## src/logic/tpe_pkg.sv

```systemverilog
// Purpose: shared constants and carriers for the translation cache parity error injector
// Assumes: APB register access with 32-bit data, one aligned word per register
// Notes: offsets are byte addresses within the unit's register page
package tpe_pkg;
	// ----------------------------------------------------------------
	// register offsets
	// ----------------------------------------------------------------
	localparam logic [19:0] OFS_FAULT_CONTROL = 20'h08E88;
	localparam logic [19:0] OFS_FAULT_STATUS = 20'h08E90;
	localparam logic [19:0] OFS_IRQ_MASK = 20'h08EA0;
	localparam logic [19:0] OFS_INJECTION = 20'h08EC0;
	localparam int ADDR_W = 20;

	// ----------------------------------------------------------------
	// field positions and reset values
	// ----------------------------------------------------------------
	localparam int BIT_INJECT_DATA = 0;
	localparam int BIT_INJECT_TAG = 1;
	localparam int BIT_FAULT_IRQ_EN = 3;
	localparam int BIT_EVT_TAG = 0;
	localparam int BIT_EVT_DATA = 1;
	localparam int SYN_LSB = 8;
	localparam logic [31:0] RST_INJECTION = 32'h0000_0000;
	localparam logic [31:0] RST_FAULT_CONTROL = 32'h0000_0008;
	localparam logic [1:0] RST_IRQ_MASK = 2'h3;
	localparam logic [7:0] SYN_NONE = 8'h00;
	localparam logic [7:0] SYN_TAG = 8'h07;
	localparam logic [7:0] SYN_DATA = 8'h08;

	// ----------------------------------------------------------------
	// carriers
	// ----------------------------------------------------------------
	typedef struct packed {
		logic psel;
		logic penable;
		logic pwrite;
		logic [ADDR_W-1:0] paddr;
		logic [31:0] pwdata;
	} tpe_apb_req_s;

	typedef struct packed {
		logic valid;
		logic tagPar;
		logic dataPar;
	} tpe_parity_s;
endpackage

```

## src/logic/tpe_injector.sv

```systemverilog
// Purpose: parity error injection into a main translation cache, with fault reporting
// Assumes: one clock, synchronous active-high reset; APB slave answers with no wait state
// Notes: the cache model holds only parity-relevant state: valid, tag parity and data parity
//
// Operation
// [RL1] tag-inject bit set: every cache write stores a wrong tag parity
// [RL2] tag-inject bit clear: cache writes store correct tag parity
// [RL3] data-inject bit set: every cache write stores a wrong data parity
// [RL4] data-inject bit clear: cache writes store correct data parity
// [RL5] fault raised when a corrupted entry is looked up, never on write
// [RL6] tag fault hides data fault when both are present
// [RL7] software should not set both inject bits when testing data faults
// [RL8] one clock and one reset drive the whole unit
// [RL9] syndrome code 0x07 for tag corruption, 0x08 for data corruption
// [RL10] fault interrupt enable routes parity faults onto the interrupt output
// [RL11] injection register at 0x08EC0, resets to zero
// [RL12] injection applies only to writes made while the bit is set
//
// Implementation choices: the APB register port and the placing of the registers.
`timescale 1ns/1ps
module tpe_injector #(
	parameter int ENTRIES = 16,
	parameter int TAG_W = 20,
	parameter int DATA_W = 32
) (
	// clock and reset
	input wire logic sys_clk,
	input wire logic sys_rst,
	// apb register port
	input wire logic psel,
	input wire logic penable,
	input wire logic pwrite,
	input wire logic [tpe_pkg::ADDR_W-1:0] paddr,
	input wire logic [31:0] pwdata,
	output logic [31:0] prdata,
	output logic pready,
	output logic pslverr,
	// cache fill port
	input wire logic fillValid,
	input wire logic [$clog2(ENTRIES)-1:0] fillIndex,
	input wire logic [TAG_W-1:0] fillTag,
	input wire logic [DATA_W-1:0] fillData,
	// cache lookup port
	input wire logic lookupValid,
	input wire logic [$clog2(ENTRIES)-1:0] lookupIndex,
	input wire logic [TAG_W-1:0] lookupTag,
	input wire logic [DATA_W-1:0] lookupData,
	// lookup result and fault reporting
	output logic lookupHit,
	output logic faultTag,
	output logic faultData,
	output logic faultIrq
);
	import tpe_pkg::*;

	initial begin
		if (ENTRIES < 2 || TAG_W < 1 || DATA_W < 1) begin
			$error("tpe_injector: unsupported parameter values");
		end
	end

	// ----------------------------------------------------------------
	// registers
	// ----------------------------------------------------------------
	logic [1:0] inject_r;
	logic faultIrqEn_r;
	logic [1:0] status_r;
	logic [1:0] mask_r;
	logic [7:0] syndrome_r;
	logic [31:0] prdata_r;
	logic pready_r;
	logic pslverr_r;
	logic lookupHit_r;
	logic faultTag_r;
	logic faultData_r;
	logic faultIrq_r;
	tpe_parity_s entry_r [ENTRIES];

	// ----------------------------------------------------------------
	// apb decode
	// ----------------------------------------------------------------
	wire setupPhase = psel && !penable;
	wire wrStrobe = psel && penable && pwrite && pready_r;
	wire hitInject = (paddr == OFS_INJECTION);
	wire hitControl = (paddr == OFS_FAULT_CONTROL);
	wire hitStatus = (paddr == OFS_FAULT_STATUS);
	wire hitMask = (paddr == OFS_IRQ_MASK);
	wire hitAny = hitInject || hitControl || hitStatus || hitMask;
	wire [31:0] rdMux = hitInject ? {30'h0, inject_r} :
		hitControl ? (32'h0 | (32'(faultIrqEn_r) << BIT_FAULT_IRQ_EN)) :
		hitStatus ? {22'h0, status_r, syndrome_r} :
		hitMask ? {30'h0, mask_r} : 32'h0;

	// ----------------------------------------------------------------
	// parity and lookup
	// ----------------------------------------------------------------
	// stored parity is the true parity xor the inject bit sampled at the write
	wire fillTagPar = ^fillTag ^ inject_r[BIT_INJECT_TAG]; // RL1 RL2 RL12
	wire fillDataPar = ^fillData ^ inject_r[BIT_INJECT_DATA]; // RL3 RL4 RL12
	tpe_parity_s lookEntry;
	assign lookEntry = entry_r[lookupIndex];
	// check happens only on use, so a corrupted entry costs nothing until read
	wire useValid = lookupValid && lookEntry.valid; // RL5
	wire tagBad = useValid && (lookEntry.tagPar != ^lookupTag); // RL5
	wire dataBad = useValid && !tagBad && (lookEntry.dataPar != ^lookupData); // RL6
	wire [1:0] evt = {dataBad, tagBad};
	wire [1:0] clrBits = (wrStrobe && hitStatus) ? pwdata[SYN_LSB+1:SYN_LSB] : 2'h0;
	wire [1:0] statusNxt = (status_r & ~clrBits) | evt;
	wire irqNxt = faultIrqEn_r && |(statusNxt & mask_r); // RL10

	// ----------------------------------------------------------------
	// register writes, single clock domain
	// ----------------------------------------------------------------
	always_ff @(posedge sys_clk) begin // RL8
		if (sys_rst) begin
			inject_r <= RST_INJECTION[1:0]; // RL11
			faultIrqEn_r <= RST_FAULT_CONTROL[BIT_FAULT_IRQ_EN];
			mask_r <= RST_IRQ_MASK;
		end else if (wrStrobe) begin
			if (hitInject) begin
				inject_r <= pwdata[1:0]; // RL11
			end
			if (hitControl) begin
				faultIrqEn_r <= pwdata[BIT_FAULT_IRQ_EN];
			end
			if (hitMask) begin
				mask_r <= pwdata[1:0];
			end
		end
	end

	// status: set wins over write-one-to-clear; syndrome keeps the earliest error
	always_ff @(posedge sys_clk) begin
		if (sys_rst) begin
			status_r <= 2'h0;
			syndrome_r <= SYN_NONE;
		end else begin
			status_r <= statusNxt;
			if (status_r == 2'h0 || statusNxt == 2'h0) begin
				syndrome_r <= tagBad ? SYN_TAG : (dataBad ? SYN_DATA : SYN_NONE); // RL9
			end
		end
	end

	// apb answer: one wait-free access phase, error on unmapped address
	always_ff @(posedge sys_clk) begin
		if (sys_rst) begin
			pready_r <= 1'b0;
			pslverr_r <= 1'b0;
			prdata_r <= 32'h0;
		end else begin
			pready_r <= setupPhase;
			pslverr_r <= setupPhase && !hitAny;
			prdata_r <= (setupPhase && !pwrite) ? rdMux : 32'h0;
		end
	end

	// cache entries: a fill fixes parity once; later bit changes do not touch it
	always_ff @(posedge sys_clk) begin
		if (sys_rst) begin
			for (int i = 0; i < ENTRIES; i++) begin
				entry_r[i] <= '0;
			end
		end else if (fillValid) begin
			entry_r[fillIndex] <= '{valid: 1'b1, tagPar: fillTagPar, dataPar: fillDataPar}; // RL12
		end
	end

	// lookup result and fault pulses, registered
	always_ff @(posedge sys_clk) begin
		if (sys_rst) begin
			lookupHit_r <= 1'b0;
			faultTag_r <= 1'b0;
			faultData_r <= 1'b0;
			faultIrq_r <= 1'b0;
		end else begin
			lookupHit_r <= useValid && !tagBad && !dataBad;
			faultTag_r <= tagBad; // RL5
			faultData_r <= dataBad; // RL6
			faultIrq_r <= irqNxt; // RL10
		end
	end

	assign prdata = prdata_r;
	assign pready = pready_r;
	assign pslverr = pslverr_r;
	assign lookupHit = lookupHit_r;
	assign faultTag = faultTag_r;
	assign faultData = faultData_r;
	assign faultIrq = faultIrq_r;

	// ----------------------------------------------------------------
	// assertions
	// ----------------------------------------------------------------
	property p_tag_inject;
		@(posedge sys_clk) disable iff (sys_rst)
		fillValid |=> (entry_r[$past(fillIndex)].tagPar == (^$past(fillTag) ^ $past(inject_r[BIT_INJECT_TAG])));
	endproperty
	a_tag_inject: assert property (p_tag_inject) else $error("tag parity stored wrong"); // RL1

	property p_tag_clean;
		@(posedge sys_clk) disable iff (sys_rst)
		(fillValid && !inject_r[BIT_INJECT_TAG]) |=> (entry_r[$past(fillIndex)].tagPar == ^$past(fillTag));
	endproperty
	a_tag_clean: assert property (p_tag_clean) else $error("tag error injected while disabled"); // RL2

	property p_data_inject;
		@(posedge sys_clk) disable iff (sys_rst)
		(fillValid && inject_r[BIT_INJECT_DATA]) |=> (entry_r[$past(fillIndex)].dataPar != ^$past(fillData));
	endproperty
	a_data_inject: assert property (p_data_inject) else $error("data parity not corrupted"); // RL3

	property p_data_clean;
		@(posedge sys_clk) disable iff (sys_rst)
		(fillValid && !inject_r[BIT_INJECT_DATA]) |=> (entry_r[$past(fillIndex)].dataPar == ^$past(fillData));
	endproperty
	a_data_clean: assert property (p_data_clean) else $error("data error injected while disabled"); // RL4

	property p_fault_on_use;
		@(posedge sys_clk) disable iff (sys_rst)
		!lookupValid |=> !faultTag && !faultData;
	endproperty
	a_fault_on_use: assert property (p_fault_on_use) else $error("fault without a lookup"); // RL5

	property p_tag_masks_data;
		@(posedge sys_clk) disable iff (sys_rst)
		faultTag |-> !faultData;
	endproperty
	a_tag_masks_data: assert property (p_tag_masks_data) else $error("data fault reported with tag fault"); // RL6

	property p_syndrome;
		@(posedge sys_clk) disable iff (sys_rst)
		(status_r == 2'h0 && tagBad) |=> (syndrome_r == SYN_TAG) && status_r[BIT_EVT_TAG];
	endproperty
	a_syndrome: assert property (p_syndrome) else $error("tag syndrome not recorded"); // RL9

	property p_irq;
		@(posedge sys_clk) disable iff (sys_rst)
		faultTag && faultIrqEn_r && mask_r[BIT_EVT_TAG] |-> faultIrq;
	endproperty
	a_irq: assert property (p_irq) else $error("fault interrupt missing"); // RL10

	property p_inject_write;
		@(posedge sys_clk) disable iff (sys_rst)
		(wrStrobe && hitInject) |=> inject_r == $past(pwdata[1:0]);
	endproperty
	a_inject_write: assert property (p_inject_write) else $error("injection register not written"); // RL11

	// ----------------------------------------------------------------
	// assertions on lookup results, status and the register port
	// ----------------------------------------------------------------
	// a tag mismatch on use gives a tag fault only, never a hit
	property p_tag_fault;
		@(posedge sys_clk) disable iff (sys_rst)
		(lookupValid && lookEntry.valid && (lookEntry.tagPar != ^lookupTag)) |=> faultTag && !faultData && !lookupHit;
	endproperty
	a_tag_fault: assert property (p_tag_fault) else $error("tag fault not raised on use"); // RL5

	// a data mismatch behind a good tag gives a data fault only
	property p_data_fault;
		@(posedge sys_clk) disable iff (sys_rst)
		(lookupValid && lookEntry.valid && (lookEntry.tagPar == ^lookupTag) && (lookEntry.dataPar != ^lookupData))
			|=> faultData && !faultTag && !lookupHit;
	endproperty
	a_data_fault: assert property (p_data_fault) else $error("data fault not raised on use"); // RL3

	// an entry with both parities right is a clean hit
	property p_clean_hit;
		@(posedge sys_clk) disable iff (sys_rst)
		(lookupValid && lookEntry.valid && (lookEntry.tagPar == ^lookupTag) && (lookEntry.dataPar == ^lookupData))
			|=> lookupHit && !faultTag && !faultData;
	endproperty
	a_clean_hit: assert property (p_clean_hit) else $error("clean entry not reported as hit"); // RL2

	// an empty slot answers nothing, so a reset cache never faults
	property p_invalid_silent;
		@(posedge sys_clk) disable iff (sys_rst)
		(lookupValid && !lookEntry.valid) |=> !lookupHit && !faultTag && !faultData;
	endproperty
	a_invalid_silent: assert property (p_invalid_silent) else $error("lookup of empty entry answered"); // RL5

	// the first data fault into an empty status records the data code
	property p_syndrome_data;
		@(posedge sys_clk) disable iff (sys_rst)
		(status_r == 2'h0 && dataBad) |=> (syndrome_r == SYN_DATA) && status_r[BIT_EVT_DATA];
	endproperty
	a_syndrome_data: assert property (p_syndrome_data) else $error("data syndrome not recorded"); // RL9

	// a tag event bit stays until software writes a one to it
	property p_status_sticky;
		@(posedge sys_clk) disable iff (sys_rst)
		(status_r[BIT_EVT_TAG] && !(wrStrobe && hitStatus && pwdata[SYN_LSB+BIT_EVT_TAG])) |=> status_r[BIT_EVT_TAG];
	endproperty
	a_status_sticky: assert property (p_status_sticky) else $error("tag event bit lost"); // RL9

	// interrupt stays quiet while the fault enable is clear
	property p_irq_off;
		@(posedge sys_clk) disable iff (sys_rst)
		!faultIrqEn_r |=> !faultIrq;
	endproperty
	a_irq_off: assert property (p_irq_off) else $error("interrupt with fault enable clear"); // RL10

	// a pending unmasked event keeps the level up unless software touches it
	property p_irq_hold;
		@(posedge sys_clk) disable iff (sys_rst)
		(faultIrqEn_r && |(status_r & mask_r) && !(wrStrobe && (hitStatus || hitMask || hitControl))) |=> faultIrq;
	endproperty
	a_irq_hold: assert property (p_irq_hold) else $error("interrupt dropped while pending"); // RL10

	// a fill always leaves a valid entry behind
	property p_fill_valid;
		@(posedge sys_clk) disable iff (sys_rst)
		fillValid |=> entry_r[$past(fillIndex)].valid;
	endproperty
	a_fill_valid: assert property (p_fill_valid) else $error("filled entry not valid"); // RL12

	// without a fill the entry at lookupIndex keeps its value, whatever the inject bits do
	property p_entry_kept;
		@(posedge sys_clk) disable iff (sys_rst)
		!fillValid |=> (entry_r[$past(lookupIndex)] == $past(lookEntry));
	endproperty
	a_entry_kept: assert property (p_entry_kept) else $error("resident entry changed without fill"); // RL12

	// the inject bits move only on a register write
	property p_inject_hold;
		@(posedge sys_clk) disable iff (sys_rst)
		!(wrStrobe && hitInject) |=> $stable(inject_r);
	endproperty
	a_inject_hold: assert property (p_inject_hold) else $error("injection bits changed without write"); // RL11

	// an unmapped address is answered with an error, not ignored
	property p_unmapped_err;
		@(posedge sys_clk) disable iff (sys_rst)
		(setupPhase && !hitAny) |=> pready && pslverr;
	endproperty
	a_unmapped_err: assert property (p_unmapped_err) else $error("unmapped access without error"); // RL11

	// ready is a single cycle, back to back transfers still see it fall
	property p_ready_one;
		@(posedge sys_clk) disable iff (sys_rst)
		pready |=> !pready;
	endproperty
	a_ready_one: assert property (p_ready_one) else $error("ready held longer than one cycle"); // RL11

	// error response only comes with ready
	property p_err_with_ready;
		@(posedge sys_clk) disable iff (sys_rst)
		pslverr |-> pready;
	endproperty
	a_err_with_ready: assert property (p_err_with_ready) else $error("error response without ready"); // RL11

	// read data is zero outside the access phase, so stale values never leak
	property p_prdata_idle;
		@(posedge sys_clk) disable iff (sys_rst)
		!pready |-> (prdata == 32'h0);
	endproperty
	a_prdata_idle: assert property (p_prdata_idle) else $error("read data outside access phase"); // RL11
endmodule

```

## config.mk

```make
export PLATFORM = sky130hd
export DESIGN_NAME = tpe_injector
export DESIGN_NICKNAME = d
export VERILOG_FILES = /design/src/logic/tpe_pkg.sv /design/src/logic/tpe_injector.sv
export SDC_FILE = /design/constraint.sdc
export NUM_CORES = 1
export LEC_CHECK = 0
export ABC_AREA = 0
export BUFFER_PORTS_ARGS = -buffer_cell sky130_fd_sc_hd__buf_2
export CORE_ASPECT_RATIO = 1.4
export CORE_MARGIN = 5
export CORE_UTILIZATION = 47
export CTS_BUF_LIST = sky130_fd_sc_hd__clkbuf_16
export CTS_CLUSTER_SIZE = 28
export DETAILED_ROUTE_END_ITERATION = 10
export PLACE_DENSITY = 0.91
export SYNTH_ARGS = -nofsm -noshare
export SYNTH_HDL_FRONTEND = slang
export SYNTH_SLANG_ARGS = --single-unit
```

## constraint.sdc

```tcl
create_clock -name sys_clk -period 3.3 [get_ports sys_clk]
set_clock_uncertainty 0.2 [all_clocks]
set_input_delay 0.66 -clock sys_clk [delete_from_list [all_inputs] [get_ports sys_clk]]
set_output_delay 0.66 -clock sys_clk [all_outputs]
set_load 0.05 [all_outputs]
```

# Word level (Yosys, flattened, before mapping)
# Memory sizes are Yosys's and may differ from the RTL's.
# Cells that the tools add are included.
[totals]
n_memories = 1
word_cells = 81
register_bits = 53
mem_bits_rw = 48
[op_classes]
eq_ne = 6
mux = 15
n_reduce_logical = 37
n_bitwise = 7
[memory_table]
columns = ["name", "depth", "word_bits", "rd", "rd_clocked_by_memory_dff", "wr", "line_no", "rtl"]
rows = [
  ["entry_r", 16, 3, 1, 0, 16, "tpe_injector.sv:77", "tpe_parity_s entry_r [ENTRIES];"],
]
[op_table]
columns = ["operator", "n"]
rows = [
  ["$eq A20 B16 Y1 const B", 4],
  ["$reduce_xor A32 Y1", 2],
  ["$reduce_xor A20 Y1", 2],
  ["$mux W4", 4],
  ["$logic_and A1 B1 Y1", 13],
  ["$mux W10", 1],
  ["$mux W1", 6],
  ["$mux W2", 3],
  ["$reduce_and A2 Y1", 3],
  ["$reduce_or A3 Y1", 2],
  ["$logic_not A1 Y1", 5],
  ["$reduce_or A5 Y1", 1],
  ["$and A2 B2 Y2", 2],
  ["$logic_not A2 Y1", 2],
  ["$logic_or A1 B1 Y1", 4],
  ["$reduce_or A2 Y1", 2],
  ["$reduce_or A4 Y1", 1],
  ["$mux W3", 1],
  ["$ne A1 B1 Y1", 2],
  ["$not A2 Y2", 1],
  ["$or A2 B2 Y2", 1],
  ["$xor A1 B1 Y1", 2],
  ["$not A1 Y1", 1],
]

# Logic depth before layout (Yosys ltp)
[depth]
word_depth = 11
mapped_depth = 10

# Worst setup path before layout
# Ideal clock, no wire load.
[synth_timing]
path_type = "in2reg"
startpoint = "in lookupIndex[0]"
endpoint = "reg syndrome_r[2]"
path_buffers = 1
setup_ns = 0.123
setup_slack_ns = 0.382
required_time_ns = 2.977
t_arrival_ns = 2.595
stages = 7
path_cell_list = "buf_6 -> mux4_1 -> mux4_2 -> xnor2_2 -> a21oi_1 -> a21oi_2 -> mux2_1"
[synth_between]
elab_chain_len = 9
[synth_lines]
columns = ["item", "line_no", "rtl"]
rows = [
  ["start, declared", "tpe_injector.sv:45", "input wire logic [$clog2(ENTRIES)-1:0] lookupIndex,"],
  ["$mem_v2 Z16 W3 *", "n/a", ""],
  ["$ne A1 B1 Y1 / $logic_and A1 B1 Y1 (equally long branches)", "tpe_injector.sv:104, tpe_injector.sv:103", ""],
  ["$logic_and A1 B1 Y1", "tpe_injector.sv:104", "wire tagBad = useValid && (lookEntry.tagPar != ^lookupTag);"],
  ["$logic_not A1 Y1", "tpe_injector.sv:105", "wire dataBad = useValid && !tagBad && (lookEntry.dataPar != ^lookupData);"],
  ["$logic_and A1 B1 Y1 (2 in a row)", "tpe_injector.sv:105", ""],
  ["$or A2 B2 Y2", "tpe_injector.sv:108", "wire [1:0] statusNxt = (status_r & ~clrBits) | evt;"],
  ["$logic_not A2 Y1", "tpe_injector.sv:139", "if (status_r == 2'h0 || statusNxt == 2'h0) begin"],
  ["$logic_or A1 B1 Y1", "tpe_injector.sv:139", ""],
  ["end signal, assigned", "tpe_injector.sv:140", "syndrome_r <= tagBad ? SYN_TAG : (dataBad ? SYN_DATA : SYN_NONE);"],
  ["end, declared", "tpe_injector.sv:69", "logic [7:0] syndrome_r;"],
]
# Mark *: on every way between the ends. The rest lies on a longest branch, timed or not.
# A chain may end at the register's enable or synchronous reset.

# Worst setup path after layout
[layout_timing]
startpoint = "in lookupIndex[0]"
endpoint = "reg syndrome_r[3]"
# Same word-level chain as after synthesis.

==> metrics.md <==
| Metric | Value |
|---|---|
| Hold_ws | 0.254 ns |
| Via Count | 3376 |
| Worst-path clk slew | 0.06 ns |
| Die W | roughly 90 µm |
| # placed instances | 660 |
| Main synth FF type | dfxtp_1 |
| First-pass GRT wire length | ~15000 µm |
| Power Dens Cells | between 500 and 600 mW/mm² |
| Crit path kind | primary input to register |
| R2R cell count | 6 |
| Hold path depth | 2 |
| Area growth, synth to finish | 25.4% |
| Die area | approximately 0.011 mm² |
| Cell Area, Placed | 0.00496 mm² |
| Gpl congestion | 0.807 |
| Post-CTS sizing | 0 |
| RSZ-0062 raised after global routing | false |
| Placement row count | 40 |
| Fin crit period | 2.95 ns |
| Layout cells sized above 1 | 32.0% |
| Slew HR | 48.0% |
| TritonCTS clock tree | yes |
| Design Power | 2.81 mW |
| CTS H-tree lvls | 3 |
| Startpoint types | primary input |
| Critical Path End Type | register |
| Endpoints failing hold | 0 |
| Routed wire per std cell | 14.2 µm |
| Worst vdd ir | 0.000522 V |
| Max-slew violations | 0 |
| Final setup fails | 0 |
| Post-layout util | 60.5% |
| GR Overflow Total | 0 |
| EDFF count, synth | 32 |
| Max-cap violations | 0 |
| Starting DRT DRC Count | between 200 and 250 |
| Sequential area share after synthesis | 40.7% |
| CTS root buf | clkbuf_16 |
| Drt drc | 0 |
| Worst Path Max Fanout | 11 |
| Core Area | between 0.008 and 0.009 mm² |
| Non-Filler Instances | about 680 |
| Clock Latency Late Sink | around 0.33 ns |
| Largest net degree at the start of global routing | 30 |
| Asr flop ratio synth | 0% |
| Syn. warnings | 0 |
| Port-buffer cells | 155 |
| Commonest non-fill, non-tap cells in the layout | 155 x buf_2, 92 x xnor2_1, 46 x nor2_1 |
| Drt total wl | 9600 µm |
| Final Cycle Share | 89.5% |
| Pre-CTS setup slack | -0.00925 ns |
| Vias per cell | 4.99 |
| Cell Area, Synth | between 0.004 and 0.005 mm² |
| Synthesized flop and latch total | 69 |
| Worst-Margin Slew | 0.769 ns |
| Final Cell Area | roughly 0.0052 mm² |
| Mapped Avg Cell Area | 10.2 µm² |
| CP arrival | approximately 3 ns |
| Final TNS setup | 0 ns |
| Layout net count | 737 |
| Syn Inst Count | 408 |
| Top Ports | roughly 210 |
| Post-detail-place hpwl | 7900 µm |
| Post-CTS Setup Inserts | 0 |
| DRT Pass-1 Iters | 4 |
| Initial Util | 48.3% |
| Sink Count | ~70 |
| Num CTS Buffers | 9 |
| Hold buffers post-CTS | 0 |
| Commonest non-fill, non-tap cell in the layout | buf_2 |
| Vias in the first global route | 3403 |
| P_leak | 2.28 nW |
| Die H | 122 µm |
| Routed Antenna Nets | 0 |
| Status | completed |
| Fmax | 338 MHz |
| Max Root-Sink Buffers | 2 |
| Gr usage total | 17.5% |
| Ant. Diodes | 0 |
| Worst endpoint required time | 3.32 ns |
| Worst setup margin | 0.345 ns |
| Hold WC Path Type | register to register |
| Distinct cells, synth | 48 |
| Initial antenna violation count | 0 |
-- cell type report --
type	count	area, µm²
Multi-Input combinational cell	306	2240
Clock inverter	7	56.3
Tap cell	105	131
Fill cell	663	3420
Inverter	21	78.8
Clock buffer	9	225
Timing Repair Buffer	159	806
Sequential cell	69	1700
-- report_power, final --
group / internal, mW / total (mW) / switching [mW]
registers: 0.932 / 0.944 / 0.0114
logic: 0.421 / 0.961 / 0.540
clock network: 0.572 / 0.902 / 0.330
-- critical path, stage by stage --
cell and delay (ns):
buf_2 0.27, mux4_1 0.60, mux4_2 0.52, nand2_2 0.11, inv_1 0.07, o21ai_0 0.15, a21oi_1 0.07, a21oi_2 0.16
mux2_1 0.34
-- routing by layer --
| layer | track usage (%) | vias up | wire, µm |
|---|---|---|---|
| met5 | 0 | - | 0 |
| met4 | 8.94 | 0 | 262 |
| met3 | 4.47 | 21 | 1090 |
| met2 | 31.8 | 187 | 5190 |
| met1 | 17.9 | 1520 | 3060 |
| li1 | - | 1648 | - |
-- synth_stat cells, types with 2 or more instances --
master | number | area [µm²]
nor4b_1 | 2 | 17.5
buf_4 | 27 | 203
and3_1 | 5 | 31.3
edfxtp_1 | 32 | 961
nand2b_1 | 17 | 106
dfxtp_1 | 37 | 741
a21oi_1 | 4 | 20.0
mux2_1 | 2 | 22.5
mux4_1 | 7 | 184
nor3_1 | 4 | 20.0
and3b_1 | 2 | 17.5
nand3_1 | 6 | 30.0
nor4bb_1 | 3 | 30.0
mux2i_1 | 4 | 40.0
nand2_1 | 23 | 86.3
o21ai_0 | 17 | 85.1
xnor2_1 | 92 | 806
a211o_1 | 2 | 17.5
xor2_1 | 9 | 78.8
inv_1 | 21 | 78.8
clkbuf_1 | 8 | 30.0
nor2b_1 | 5 | 31.3
a22oi_1 | 4 | 30.0
nor2_1 | 46 | 173
mux4_2 | 6 | 135
-- final timing paths --
check                             startpoint                         end  slack [ns]
hold reg to reg   entry_r[4][2]$_SDFFE_PP1P_  entry_r[4][2]$_SDFFE_PP1P_        0.25
setup reg to reg     entry_r[4][0]$_DFFE_PP_  syndrome_r[3]$_SDFFE_PP0P_        0.71
hold / removal    entry_r[4][2]$_SDFFE_PP1P_  entry_r[4][2]$_SDFFE_PP1P_        0.25
setup / recovery              lookupIndex[0]  syndrome_r[3]$_SDFFE_PP0P_        0.35
-- cell families (layout without fill, tap and decap cells) --
logic type	Yosys count	in the layout	synth area share, %
xor+xnor	103	103	22.1
other cells	1	26	0.0897
buf+inv	58	196	7.84
mux	19	19	9.13
flops	69	69	40.7
compound gates	35	35	5.27
simple gates	123	123	14.9
-- registers in the layout, indices dropped and copies added (netlist names), 2 cells and up --
| register | count |
|---|---|
| entry_r | 48 |
| prdata | 6 |
| inject_r | 2 |
| mask_r | 2 |
| status_r | 2 |
| syndrome_r | 2 |
Note: power is estimated with default switching activity, not from simulation.
